<file path="config.mk">
export PLATFORM = sky130hd
export DESIGN_NAME = arts_timer
export DESIGN_NICKNAME = d
export VERILOG_FILES = /design/src/arts_pkg.sv /design/src/arts_timer.sv
export SDC_FILE = /design/constraint.sdc
export NUM_CORES = 1
export LEC_CHECK = 0
export BUFFER_PORTS_ARGS = -buffer_cell sky130_fd_sc_hd__buf_2
export CAP_MARGIN = 20
export CORE_MARGIN = 3
export CORE_UTILIZATION = 63
export DETAILED_ROUTE_END_ITERATION = 7
export PLACE_DENSITY_LB_ADDON = 0.05
export SETUP_SLACK_MARGIN = 0.02
export SYNTH_ARGS = -nofsm -noshare
export SYNTH_HDL_FRONTEND = slang
export SYNTH_SLANG_ARGS = --single-unit
</file>
<file path="constraint.sdc">
create_clock -name pclk -period 3.2 [get_ports pclk]
set_clock_uncertainty 0.1 [all_clocks]
set_input_delay 0.48 -clock pclk [delete_from_list [all_inputs] [get_ports pclk]]
set_output_delay 0.48 -clock pclk [all_outputs]
set_load 0.02 [all_outputs]
</file>
<file path="src/arts_pkg.sv">
package arts_pkg;
  // ----------
  // Register indices; the byte address is four times the index
  // ----------
  localparam logic [7:0] ADDR_IDX_MASK_LO  = 8'he0;
  localparam logic [7:0] ADDR_IDX_SCR_B    = 8'he1;
  localparam logic [7:0] ADDR_IDX_SCR_C    = 8'he2;
  localparam logic [7:0] ADDR_IDX_PINS     = 8'he3;
  localparam logic [7:0] ADDR_IDX_SCR_A    = 8'he8;
  localparam logic [7:0] ADDR_IDX_RLD_HI   = 8'he9;
  localparam logic [7:0] ADDR_IDX_RLD_LO   = 8'hea;
  localparam logic [7:0] ADDR_IDX_CAP_HI   = 8'heb;
  localparam logic [7:0] ADDR_IDX_CAP_LO   = 8'hec;
  localparam logic [7:0] ADDR_IDX_CMP_HI   = 8'hed;
  localparam logic [7:0] ADDR_IDX_CMP_LO   = 8'hee;
  localparam logic [7:0] ADDR_IDX_MASK_HI  = 8'hef;
  localparam logic [7:0] ADDR_IDX_CNT_HI   = 8'hf0;
  localparam logic [7:0] ADDR_IDX_CNT_LO   = 8'hf1;

  // ----------
  // Field positions
  // ----------
  localparam int A_PSC_HI = 7;
  localparam int A_PSC_LO = 6;
  localparam int A_RELOAD = 5;
  localparam int A_RUN    = 4;
  localparam int A_OVFIE  = 3;
  localparam int A_OVFF   = 2;
  localparam int A_OVERFLOW_OUTPUT_MODE  = 1;
  localparam int B_AERR   = 6;
  localparam int B_BERR   = 5;
  localparam int B_AIE    = 4;
  localparam int B_AFLG   = 3;
  localparam int B_APOL   = 2;
  localparam int B_RS_HI  = 1;
  localparam int B_RS_LO  = 0;
  localparam int C_BPOL   = 7;
  localparam int C_BIE    = 6;
  localparam int C_BFLG   = 5;
  localparam int C_CMPIE  = 4;
  localparam int C_CMPF   = 3;
  localparam int C_ZIE    = 2;
  localparam int C_ZF     = 1;
  localparam int C_PULSE_OUTPUT_MODE  = 0;
  localparam int P_OPOL   = 3;
  localparam int P_OEN    = 2;
  localparam int P_PPOL   = 1;
  localparam int P_PEN    = 0;

  // Writable masks (reserved bits read as zero)
  localparam logic [7:0] SCR_A_MASK = 8'hfe;
  localparam logic [7:0] SCR_B_MASK = 8'h7f;
  localparam logic [7:0] PINS_MASK  = 8'h0f;
  // Hardware-set bits: a written one keeps, a zero clears
  localparam logic [7:0] SCR_A_FLAGS = 8'h04;
  localparam logic [7:0] SCR_B_FLAGS = 8'h68;
  localparam logic [7:0] SCR_C_FLAGS = 8'h2a;

  // ----------
  // Encodings and reset values
  // ----------
  localparam logic [1:0] PSC_OFF = 2'h0;
  localparam logic [1:0] PSC_1   = 2'h1;
  localparam logic [1:0] PSC_4   = 2'h2;
  localparam logic [1:0] RS_RUN  = 2'h0;
  localparam logic [1:0] RS_A    = 2'h1;
  localparam logic [1:0] RS_B    = 2'h2;
  localparam logic [3:0] DIV1_TC = 4'h0;
  localparam logic [3:0] DIV4_TC = 4'h3;
  localparam logic [3:0] DIV16_TC = 4'hf;
  localparam logic [7:0]  RST8   = 8'h00;
  localparam logic [15:0] RST16  = 16'h0000;
  localparam logic [15:0] ZERO16 = 16'h0000;
endpackage : arts_pkg

</file>
<file path="src/arts_timer.sv">
`timescale 1ns/1ns
// Overview of operation
// Prescaler code: stop, divide 1, 4, 16
// Prescaler off after reset; software zeroes first
// Software sets prescaler before starting counter
// Reload bit picks reload or capture target
// Run bit low clears, holds counter, inputs
// Overflow interrupt only when its enable set
// Event flags set by hardware only
// Overflow pin set mode or toggle mode
// Input A error flag, blocks further events
// Input B error flag, blocks further events
// Error flags only cleared by software
// Per-source enables mask interrupt sources
// Polarity bit selects falling or rising edge
// Reload source code: run, A, B, none
// Input B flag after first capture
// Masked compare sets match flag
// Masked zero flag, not while held cleared
// Pulse pin set/reset or toggle mode
// Overflow pin polarity sets rest level
// Overflow pin disabled rests at polarity
// Pulse pin polarity inverts all levels
// Pulse pin disabled rests at polarity
// High byte latched, applied on low write
// Interrupt is OR of flag-and-enable terms
// Write zero clears flag, one keeps
module arts_timer (
  input  wire logic        pclk,
  input  wire logic        presetn,
  input  wire logic        psel,
  input  wire logic        penable,
  input  wire logic        pwrite,
  input  wire logic [11:0] paddr,
  input  wire logic [31:0] pwdata,
  output logic      [31:0] prdata,
  output logic             pready,
  output logic             pslverr,
  input  wire logic        capture_input_a,
  input  wire logic        capture_input_b,
  output logic             overflow_output_pin,
  output logic             pulse_output_pin,
  output logic             timer_irq
);

  // ----------
  // Registers
  // ----------
  logic [7:0]  scr_a_r, scr_b_r, scr_c_r, pins_r, hi_latch_r;
  logic [15:0] reload_capture_value_r, capture_value_r, compare_r, mask_r, down_counter_r;
  logic [3:0]  pre_cnt_r;
  logic [1:0]  a_sync_r, b_sync_r;
  logic        a_prev_r, b_prev_r, run_prev_r, ovf_state_r, pwm_state_r;
  // ----------
  // Bus decode
  // ----------
  logic       wr, mapped;
  logic [7:0] idx, wd;
  // Unmapped writes die here, so no strobe below repeats the check
  assign wr  = psel & penable & pwrite & mapped;
  assign idx = paddr[9:2];
  assign wd  = pwdata[7:0];
  assign mapped = (paddr[1:0] == 2'h0) && ((idx >= arts_pkg::ADDR_IDX_MASK_LO && idx <= arts_pkg::ADDR_IDX_PINS) ||
                  (idx >= arts_pkg::ADDR_IDX_SCR_A && idx <= arts_pkg::ADDR_IDX_CNT_LO)) && (paddr[11:10] == 2'h0);

  // Byte-wise write strobes
  logic w_a, w_b, w_c, w_p, w_rh, w_rl, w_ch, w_cl, w_mh, w_ml;
  assign w_a  = wr && idx == arts_pkg::ADDR_IDX_SCR_A;
  assign w_b  = wr && idx == arts_pkg::ADDR_IDX_SCR_B;
  assign w_c  = wr && idx == arts_pkg::ADDR_IDX_SCR_C;
  assign w_p  = wr && idx == arts_pkg::ADDR_IDX_PINS;
  assign w_rh = wr && idx == arts_pkg::ADDR_IDX_RLD_HI;
  assign w_rl = wr && idx == arts_pkg::ADDR_IDX_RLD_LO;
  assign w_ch = wr && idx == arts_pkg::ADDR_IDX_CMP_HI;
  assign w_cl = wr && idx == arts_pkg::ADDR_IDX_CMP_LO;
  assign w_mh = wr && idx == arts_pkg::ADDR_IDX_MASK_HI;
  assign w_ml = wr && idx == arts_pkg::ADDR_IDX_MASK_LO;
  // ----------
  // Control fields
  // ----------
  logic [1:0] psc;
  logic [1:0] rsel;
  logic       reload_en;
  logic       run;
  assign psc       = {scr_a_r[arts_pkg::A_PSC_HI], scr_a_r[arts_pkg::A_PSC_LO]};
  assign rsel      = {scr_b_r[arts_pkg::B_RS_HI], scr_b_r[arts_pkg::B_RS_LO]};
  assign reload_en = scr_a_r[arts_pkg::A_RELOAD];
  assign run       = scr_a_r[arts_pkg::A_RUN];
  // ----------
  // Capture inputs: two-stage synchronisers, then edge detect
  // ----------
  always_ff @(posedge pclk or negedge presetn) begin
    if (!presetn) begin
      a_sync_r <= 2'h0;
      b_sync_r <= 2'h0;
      a_prev_r <= 1'b0;
      b_prev_r <= 1'b0;
    end else begin
      a_sync_r <= {a_sync_r[0], capture_input_a};
      b_sync_r <= {b_sync_r[0], capture_input_b};
      a_prev_r <= a_sync_r[1];
      b_prev_r <= b_sync_r[1];
    end
  end

  // Edges count once run has stood a cycle: the stale edge after reset cannot fire
  logic a_edge, b_edge, a_evt, b_evt;
  assign a_edge = scr_b_r[arts_pkg::B_APOL] ? (a_sync_r[1] & ~a_prev_r) : (~a_sync_r[1] & a_prev_r);
  assign b_edge = scr_c_r[arts_pkg::C_BPOL] ? (b_sync_r[1] & ~b_prev_r) : (~b_sync_r[1] & b_prev_r);
  assign a_evt  = run & run_prev_r & a_edge & ~scr_b_r[arts_pkg::B_AERR];
  assign b_evt  = run & run_prev_r & b_edge & ~scr_b_r[arts_pkg::B_BERR];

  // Capture B only with its flag clear; A captures only in capture mode
  logic b_cap, a_cap;
  assign b_cap = b_evt & ~scr_c_r[arts_pkg::C_BFLG];
  assign a_cap = a_evt & ~scr_b_r[arts_pkg::B_AFLG] & ~reload_en;
  // ----------
  // Prescaler tick
  // ----------
  logic [3:0] tc;
  always_comb begin
    unique case (psc)
      arts_pkg::PSC_OFF: tc = arts_pkg::DIV1_TC;
      arts_pkg::PSC_1:   tc = arts_pkg::DIV1_TC;
      arts_pkg::PSC_4:   tc = arts_pkg::DIV4_TC;
      default:           tc = arts_pkg::DIV16_TC;
    endcase
  end
  logic tick;
  assign tick = run && psc != arts_pkg::PSC_OFF && pre_cnt_r == tc;

  // Prescaler stops and clears when off or while counter is held
  always_ff @(posedge pclk or negedge presetn) begin
    if (!presetn) begin
      pre_cnt_r <= 4'h0;
    end else if (!run || psc == arts_pkg::PSC_OFF || tick) begin
      pre_cnt_r <= 4'h0;
    end else begin
      pre_cnt_r <= pre_cnt_r + 4'h1;
    end
  end
  // ----------
  // Down counter with reload triggers
  // ----------
  logic start_evt, reload_evt, ovf_evt;
  assign start_evt  = run & ~run_prev_r;
  assign ovf_evt    = tick && down_counter_r == arts_pkg::ZERO16;
  always_comb begin
    reload_evt = 1'b0;
    if (reload_en) begin
      unique case (rsel)
        arts_pkg::RS_RUN: reload_evt = start_evt | ovf_evt;
        arts_pkg::RS_A:   reload_evt = (run & a_edge) | ovf_evt;
        arts_pkg::RS_B:   reload_evt = (run & b_edge) | ovf_evt;
        default:          reload_evt = 1'b0;
      endcase
    end
  end

  // Capture sees the old count, so a coincident reload comes after it
  always_ff @(posedge pclk or negedge presetn) begin
    if (!presetn) begin
      down_counter_r <= arts_pkg::RST16;
    end else if (!run) begin
      down_counter_r <= arts_pkg::ZERO16;
    end else if (reload_evt) begin
      down_counter_r <= reload_capture_value_r;
    end else if (tick) begin
      down_counter_r <= down_counter_r - 16'h0001; // wraps to ffff when free running
    end
  end
  // ----------
  // Masked compare and masked zero
  // ----------
  logic cmp_hit, zero_hit;
  assign cmp_hit  = run && ((mask_r & down_counter_r) == (mask_r & compare_r));
  assign zero_hit = run && ((mask_r & down_counter_r) == arts_pkg::ZERO16);
  // ----------
  // 16-bit registers with shared high-byte latch
  // ----------
  always_ff @(posedge pclk or negedge presetn) begin
    if (!presetn) begin
      hi_latch_r <= arts_pkg::RST8;
    end else if (w_rh || w_ch || w_mh) begin
      hi_latch_r <= wd;
    end
  end
  // Reload/capture: software write only in reload mode
  always_ff @(posedge pclk or negedge presetn) begin
    if (!presetn) begin
      reload_capture_value_r <= arts_pkg::RST16;
    end else if (a_cap) begin
      reload_capture_value_r <= down_counter_r;
    end else if (w_rl && reload_en) begin
      reload_capture_value_r <= {hi_latch_r, wd};
    end
  end

  always_ff @(posedge pclk or negedge presetn) begin
    if (!presetn) begin
      capture_value_r <= arts_pkg::RST16;
    end else if (b_cap) begin
      capture_value_r <= down_counter_r;
    end
  end

  always_ff @(posedge pclk or negedge presetn) begin
    if (!presetn) begin
      compare_r <= arts_pkg::RST16;
      mask_r    <= arts_pkg::RST16;
    end else begin
      if (w_cl) begin
        compare_r <= {hi_latch_r, wd};
      end
      if (w_ml) begin
        mask_r <= {hi_latch_r, wd};
      end
    end
  end
  // ----------
  // Control/status registers; hardware set wins over software clear
  // ----------
  always_ff @(posedge pclk or negedge presetn) begin
    if (!presetn) begin
      scr_a_r <= arts_pkg::RST8;
    end else begin
      if (w_a) begin
        scr_a_r <= wd & arts_pkg::SCR_A_MASK & (~arts_pkg::SCR_A_FLAGS | scr_a_r);
      end
      if (ovf_evt) begin
        scr_a_r[arts_pkg::A_OVFF] <= 1'b1;
      end
    end
  end

  always_ff @(posedge pclk or negedge presetn) begin
    if (!presetn) begin
      scr_b_r <= arts_pkg::RST8;
    end else begin
      if (w_b) begin
        scr_b_r <= wd & arts_pkg::SCR_B_MASK & (~arts_pkg::SCR_B_FLAGS | scr_b_r);
      end
      if (a_evt && scr_b_r[arts_pkg::B_AFLG]) begin
        scr_b_r[arts_pkg::B_AERR] <= 1'b1;
      end
      if (a_evt) begin
        scr_b_r[arts_pkg::B_AFLG] <= 1'b1;
      end
      if (b_evt && scr_c_r[arts_pkg::C_BFLG]) begin
        scr_b_r[arts_pkg::B_BERR] <= 1'b1;
      end
    end
  end

  always_ff @(posedge pclk or negedge presetn) begin
    if (!presetn) begin
      scr_c_r <= arts_pkg::RST8;
    end else begin
      if (w_c) begin
        scr_c_r <= wd & (~arts_pkg::SCR_C_FLAGS | scr_c_r);
      end
      if (b_cap) begin
        scr_c_r[arts_pkg::C_BFLG] <= 1'b1;
      end
      if (cmp_hit) begin
        scr_c_r[arts_pkg::C_CMPF] <= 1'b1;
      end
      if (zero_hit) begin
        scr_c_r[arts_pkg::C_ZF] <= 1'b1;
      end
    end
  end

  always_ff @(posedge pclk or negedge presetn) begin
    if (!presetn) begin
      pins_r <= arts_pkg::RST8;
    end else if (w_p) begin
      pins_r <= wd & arts_pkg::PINS_MASK;
    end
  end
  // ----------
  // Output pin state; compare and zero events act on the edge of the condition
  // ----------
  logic cmp_prev_r, zero_prev_r;
  logic cmp_rise, zero_rise;
  assign cmp_rise  = cmp_hit & ~cmp_prev_r;
  assign zero_rise = zero_hit & ~zero_prev_r;

  always_ff @(posedge pclk or negedge presetn) begin
    if (!presetn) begin
      cmp_prev_r  <= 1'b0;
      zero_prev_r <= 1'b0;
      run_prev_r  <= 1'b0;
    end else begin
      cmp_prev_r  <= cmp_hit;
      zero_prev_r <= zero_hit;
      run_prev_r  <= run;
    end
  end
  // Set mode follows the flag, so clearing the flag releases the pin
  always_ff @(posedge pclk or negedge presetn) begin
    if (!presetn) begin
      ovf_state_r <= 1'b0;
    end else if (scr_a_r[arts_pkg::A_OVERFLOW_OUTPUT_MODE]) begin
      if (ovf_evt) begin
        ovf_state_r <= ~ovf_state_r;
      end
    end else begin
      ovf_state_r <= ovf_evt | scr_a_r[arts_pkg::A_OVFF];
    end
  end

  always_ff @(posedge pclk or negedge presetn) begin
    if (!presetn) begin
      pwm_state_r <= 1'b0;
    end else if (scr_c_r[arts_pkg::C_PULSE_OUTPUT_MODE]) begin
      if (cmp_rise) begin
        pwm_state_r <= ~pwm_state_r;
      end
    end else if (cmp_rise) begin
      pwm_state_r <= 1'b0;
    end else if (zero_rise) begin
      pwm_state_r <= 1'b1;
    end
  end
  // Pins registered; disabled pins rest at their polarity level
  always_ff @(posedge pclk or negedge presetn) begin
    if (!presetn) begin
      overflow_output_pin <= 1'b0;
      pulse_output_pin    <= 1'b0;
    end else begin
      overflow_output_pin <= pins_r[arts_pkg::P_OPOL] ^
                             (pins_r[arts_pkg::P_OEN] & ovf_state_r);
      pulse_output_pin    <= pins_r[arts_pkg::P_PPOL] ^
                             (pins_r[arts_pkg::P_PEN] & pwm_state_r);
    end
  end
  // ----------
  // Interrupt request
  // ----------
  always_ff @(posedge pclk or negedge presetn) begin
    if (!presetn) begin
      timer_irq <= 1'b0;
    end else begin
      timer_irq <= (scr_a_r[arts_pkg::A_OVFF] & scr_a_r[arts_pkg::A_OVFIE]) |
                   (scr_b_r[arts_pkg::B_AFLG] & scr_b_r[arts_pkg::B_AIE]) |
                   (scr_c_r[arts_pkg::C_BFLG] & scr_c_r[arts_pkg::C_BIE]) |
                   (scr_c_r[arts_pkg::C_CMPF] & scr_c_r[arts_pkg::C_CMPIE]) |
                   (scr_c_r[arts_pkg::C_ZF] & scr_c_r[arts_pkg::C_ZIE]);
    end
  end
  // ----------
  // APB read path: zero wait states; high reads show live register
  // ----------
  logic [7:0] rd;
  always_comb begin
    rd = 8'h00;
    unique case (idx)
      arts_pkg::ADDR_IDX_MASK_LO: rd = mask_r[7:0];
      arts_pkg::ADDR_IDX_SCR_B:   rd = scr_b_r;
      arts_pkg::ADDR_IDX_SCR_C:   rd = scr_c_r;
      arts_pkg::ADDR_IDX_PINS:    rd = pins_r;
      arts_pkg::ADDR_IDX_SCR_A:   rd = scr_a_r;
      arts_pkg::ADDR_IDX_RLD_HI:  rd = reload_capture_value_r[15:8];
      arts_pkg::ADDR_IDX_RLD_LO:  rd = reload_capture_value_r[7:0];
      arts_pkg::ADDR_IDX_CAP_HI:  rd = capture_value_r[15:8];
      arts_pkg::ADDR_IDX_CAP_LO:  rd = capture_value_r[7:0];
      arts_pkg::ADDR_IDX_CMP_HI:  rd = compare_r[15:8];
      arts_pkg::ADDR_IDX_CMP_LO:  rd = compare_r[7:0];
      arts_pkg::ADDR_IDX_MASK_HI: rd = mask_r[15:8];
      arts_pkg::ADDR_IDX_CNT_HI:  rd = down_counter_r[15:8];
      arts_pkg::ADDR_IDX_CNT_LO:  rd = down_counter_r[7:0];
      default:                    rd = 8'h00;
    endcase
  end
  // Answer registered in setup, so the access phase ends at once
  always_ff @(posedge pclk or negedge presetn) begin
    if (!presetn) begin
      prdata  <= 32'h0;
      pready  <= 1'b0;
      pslverr <= 1'b0;
    end else begin
      pready  <= psel & ~penable;
      pslverr <= psel & ~penable & ~mapped;
      prdata  <= (psel & ~penable & ~pwrite & mapped) ? {24'h0, rd} : 32'h0;
    end
  end

endmodule : arts_timer

</file>
==> results_tabular.tex <==
\begin{tabular}{lr}
\hline
Metric & Value \\
\hline
\multicolumn{2}{l}{\textbf{Run status}} \\
\quad Status & finished with violations \\
\quad Violations in the final reports & DRC \\
\multicolumn{2}{l}{\textbf{Global routing}} \\
\quad Vias in the first global route & 5703 \\
\quad Total global routing track utilization & 33.3\% \\
\quad Wire length of the first global-routing pass & 32.8 mm \\
\quad Maximum number of pins on one net before global-route repair & 62 \\
\quad Number of antenna violations at the first check in global routing & 0 \\
\quad GRT Residual Overflow & 0 \\
\multicolumn{2}{l}{\textbf{Critical path}} \\
\quad Critical Path RT & 3.39 ns \\
\quad Kind of capture point of the worst setup path & register \\
\quad Critical path buffer and inverter count & 1 \\
\quad Data arrival time at the worst-slack endpoint & 2.67 ns \\
\quad Worst path max stage delay & 0.47 ns \\
\quad Slowest cell on crit path & dfrtp\_1 \\
\quad Critical path launch point type & register \\
\quad Largest delay contributor family on the critical path & compound AO/OA/AOI/OAI gates \\
\quad CP Max Fanout & 31 \\
\quad Path type of the worst setup path & reg2reg \\
\quad Crit path cell chain & nor3\_1, o2111a\_1, o2111ai\_2, a211o\_1, buf\_12, nor2\_1, a211oi\_2 \\
\multicolumn{2}{l}{\textbf{Synthesis}} \\
\quad Asr flop ratio synth & 100\% \\
\quad Register bit count reported by yosys & 142 \\
\quad Portion of the post-synthesis area used by sequential elements & 47.4\% \\
\quad Number of enable flip-flop cells after synthesis & 0 \\
\quad Synthesized instance count & 687 \\
\quad Most area-hungry cell type in the Yosys netlist & dfrtp\_1 \\
\quad Most numerous cell in the Yosys netlist & dfrtp\_1 \\
\quad Cells taking the most area after synthesis & dfrtp\_1, mux2\_2, mux2i\_1, xor2\_1, a21oi\_1 \\
\quad Mean cell area of the mapped netlist & 10.9 um2 \\
\quad Number of library cell types mapped by synthesis & 65 \\
\quad Most frequent cells after synthesis & dfrtp\_1, mux2\_2, nor2\_1, a21oi\_1, nand2\_1 \\
\quad Main synth FF type & dfrtp\_1 \\
\quad Area share of the largest cell type after synthesis & 47.4\% \\
\quad Number of warnings reported in the yosys synthesis log & 0 \\
\quad Synth Cell Area & 7490 um2 \\
\multicolumn{2}{l}{\textbf{Final layout}} \\
\quad Share of cells above drive strength 1 & 24.6\% \\
\quad Fin util & 73.8\% \\
\quad Non-filler cells in the finished layout & 889 \\
\quad Filler instances & 809 \\
\quad Area added between synthesis and finish & 13.5\% \\
\quad Final-stage net count & 789 \\
\multicolumn{2}{l}{\textbf{Routing}} \\
\quad DRT Pass-1 Iters & 8 \\
\quad Via density & 6.65 \\
\quad First-iteration detailed-routing DRC count & 718 \\
\quad Number of DRC violations after detailed routing & 2 \\
\quad Wire per inst & 23.8 um \\
\quad Remaining antenna violation count after routing & 0 \\
\quad Final wirelength & 21.2 mm \\
\quad Vias after detailed routing & 5912 \\
\multicolumn{2}{l}{\textbf{Clock tree}} \\
\quad \# Post-CTS Setup Buffers & 0 \\
\quad CTS tree & done \\
\quad Max Buffers Root-to-Sink & 2 \\
\quad Clock sink count & 142 \\
\quad Hold-fix buffer count after cts & 1 \\
\quad Post\_cts resized & 0 \\
\quad TritonCTS buffer count & 17 \\
\quad CTS Root Cell & clkbuf\_16 \\
\quad Number of levels the H-tree was split into & 4 \\
\quad Clock-pin slew on the worst setup and hold paths & 0.06 ns \\
\quad Clock insertion delay at the later pin of the skew report & 0.43 ns \\
\multicolumn{2}{l}{\textbf{Floorplanning}} \\
\quad Core region area & 11500 um2 \\
\quad Die X & 115 um \\
\quad Boundary Pins & 88 \\
\quad Std-Cell Rows & 39 \\
\quad Die area & 13200 um2 \\
\quad Effective utilization at floorplan & 65.0\% \\
\quad Die Y-Extent & 115 um \\
\multicolumn{2}{l}{\textbf{STA}} \\
\quad Headroom to the max-slew limit & 54.7\% \\
\quad Final Worst Setup Slack & 0.728 ns \\
\quad Final Max Tran Viols & 0 \\
\quad Min cycle time layout & 2.47 ns \\
\quad Total of endpoints with negative setup slack in the final report & 0 \\
\quad Final total negative setup slack & 0 ns \\
\quad Setup repair after global routing missed its margin & false \\
\quad Worst Tran Pin Value & 0.680 ns \\
\quad Final worst-path cycle share & 77.2\% \\
\quad Final number of hold-violating endpoints & 0 \\
\quad Maximum frequency from static timing analysis & 0.405 GHz \\
\multicolumn{2}{l}{\textbf{Power}} \\
\quad Post-route total power & 4100 uW \\
\quad Pwr/cell area & 482 nW/um2 \\
\quad Maximum vdd ir drop & 478 uV \\
\quad Leakage power figure & 0.00397 uW \\
\multicolumn{2}{l}{\textbf{Placement}} \\
\quad Post-detail-place hpwl & 14.7 mm \\
\quad Cell count after placement & 854 \\
\quad Quantity of I/O buffers inserted on ports & 39 \\
\quad Routability Congestion & 0.981 \\
\quad DP Worst Slack & 0.515 ns \\
\multicolumn{2}{l}{\textbf{Job}} \\
\quad \# Max-Cap Violations & 0 \\
\multicolumn{2}{l}{\textbf{Worst hold path}} \\
\quad Classification of the worst-slack hold path & in2reg \\
\hline
\end{tabular}
layout make-up:
| type | instances | area [um2] | area share (%) |
|---|---|---|---|
| Multi-Input combinational cell | 487 | 3590 | 42.2 |
| Sequential cell | 142 | 3550 | 41.8 |
| Timing Repair Buffer | 72 | 497 | 5.84 |
| Clock buffer | 23 | 478 | 5.62 |
| Tap cell | 143 | 179 | 2.10 |
| Clock inverter | 9 | 158 | 1.85 |
| Inverter | 12 | 45.0 | 0.530 |
| Antenna cell | 1 | 2.50 | 0.0294 |
path summary, 6_finish.rpt:
check / start / end / slack (ns) / cells past startpoint
min reg2reg: b_sync_r[0] / b_sync_r[1] / 0.25 / 0
max in group asynchronous: presetn / scr_b_r[0] / 1.72 / 3
max: scr_a_r[6] / down_counter_r[2] / 0.73 / 7
min in group asynchronous: presetn / capture_value_r[10] / 0.48 / 2
max reg2reg: scr_a_r[6] / down_counter_r[2] / 0.73 / 7
min: capture_input_a / a_sync_r[0] / 0.07 / 1
per-layer routing:
metal / wire length [um] / track usage (%)
met2: 9450 / 50.0
met1: 8760 / 45.4
met3: 2110 / 9.26
met4: 846 / 14.9
met5: 0 / 0
report_power, final:
group / internal (uW) / switching (uW) / total (uW)
combinational: 48.0 / 134 / 181
sequential: 1800 / 2.93 / 1800
clock: 1370 / 744 / 2110
total: 3220 / 881 / 4100
sequential cells by signal, indices dropped and copies added (netlist names), 8 cells and up:
signal                  count
hi_latch_r                  8
scr_c_r                     8
down_counter_r             16
mask_r                     16
reload_capture_value_r     16
capture_value_r            16
compare_r                  16
prdata                      8
layout by cell type (no fill, tap or decap), types with 5 or more instances in the layout:
cell type  instances
a21oi_1           43
a22oi_1           23
a31oi_1            6
buf_2             38
buf_4             29
clkbuf_16         17
conb_1            24
dfrtp_1          142
ha_1               6
inv_1             11
mux2_1            16
mux2_2            66
mux2i_1           32
nand2_1           38
nand3_1           16
nand4_1            8
nor2_1            52
nor3_1             7
o21ai_0           18
o21ai_1           14
o22ai_1            5
xnor2_1            7
xor2_1            29
kinds of logic (layout without fill, tap and decap cells):
group | after synthesis | count (layout) | share of synthesized area, %
AO/OA/AOI/OAI | 141 | 141 | 12.2
adder cells (fa/ha/maj) | 6 | 6 | 1.00
flip-flops | 142 | 142 | 47.4
other | 1 | 25 | 0.0501
multiplexers | 118 | 118 | 17.8
buffers and inverters | 81 | 116 | 5.85
XOR/XNOR | 36 | 36 | 4.21
AND/OR/NAND/NOR | 162 | 162 | 11.4
stage by stage:
step           hold slack, ns  instance area, um2
5_1_grt                0.0470                8500
6_report               0.0665                8500
3_3_place_gp            0.235                7830
4_1_cts                0.0531                8470
2_1_floorplan          0.0844                7580
3_5_place_dp            0.239                7830
Power figures use the tool's default switching activity.
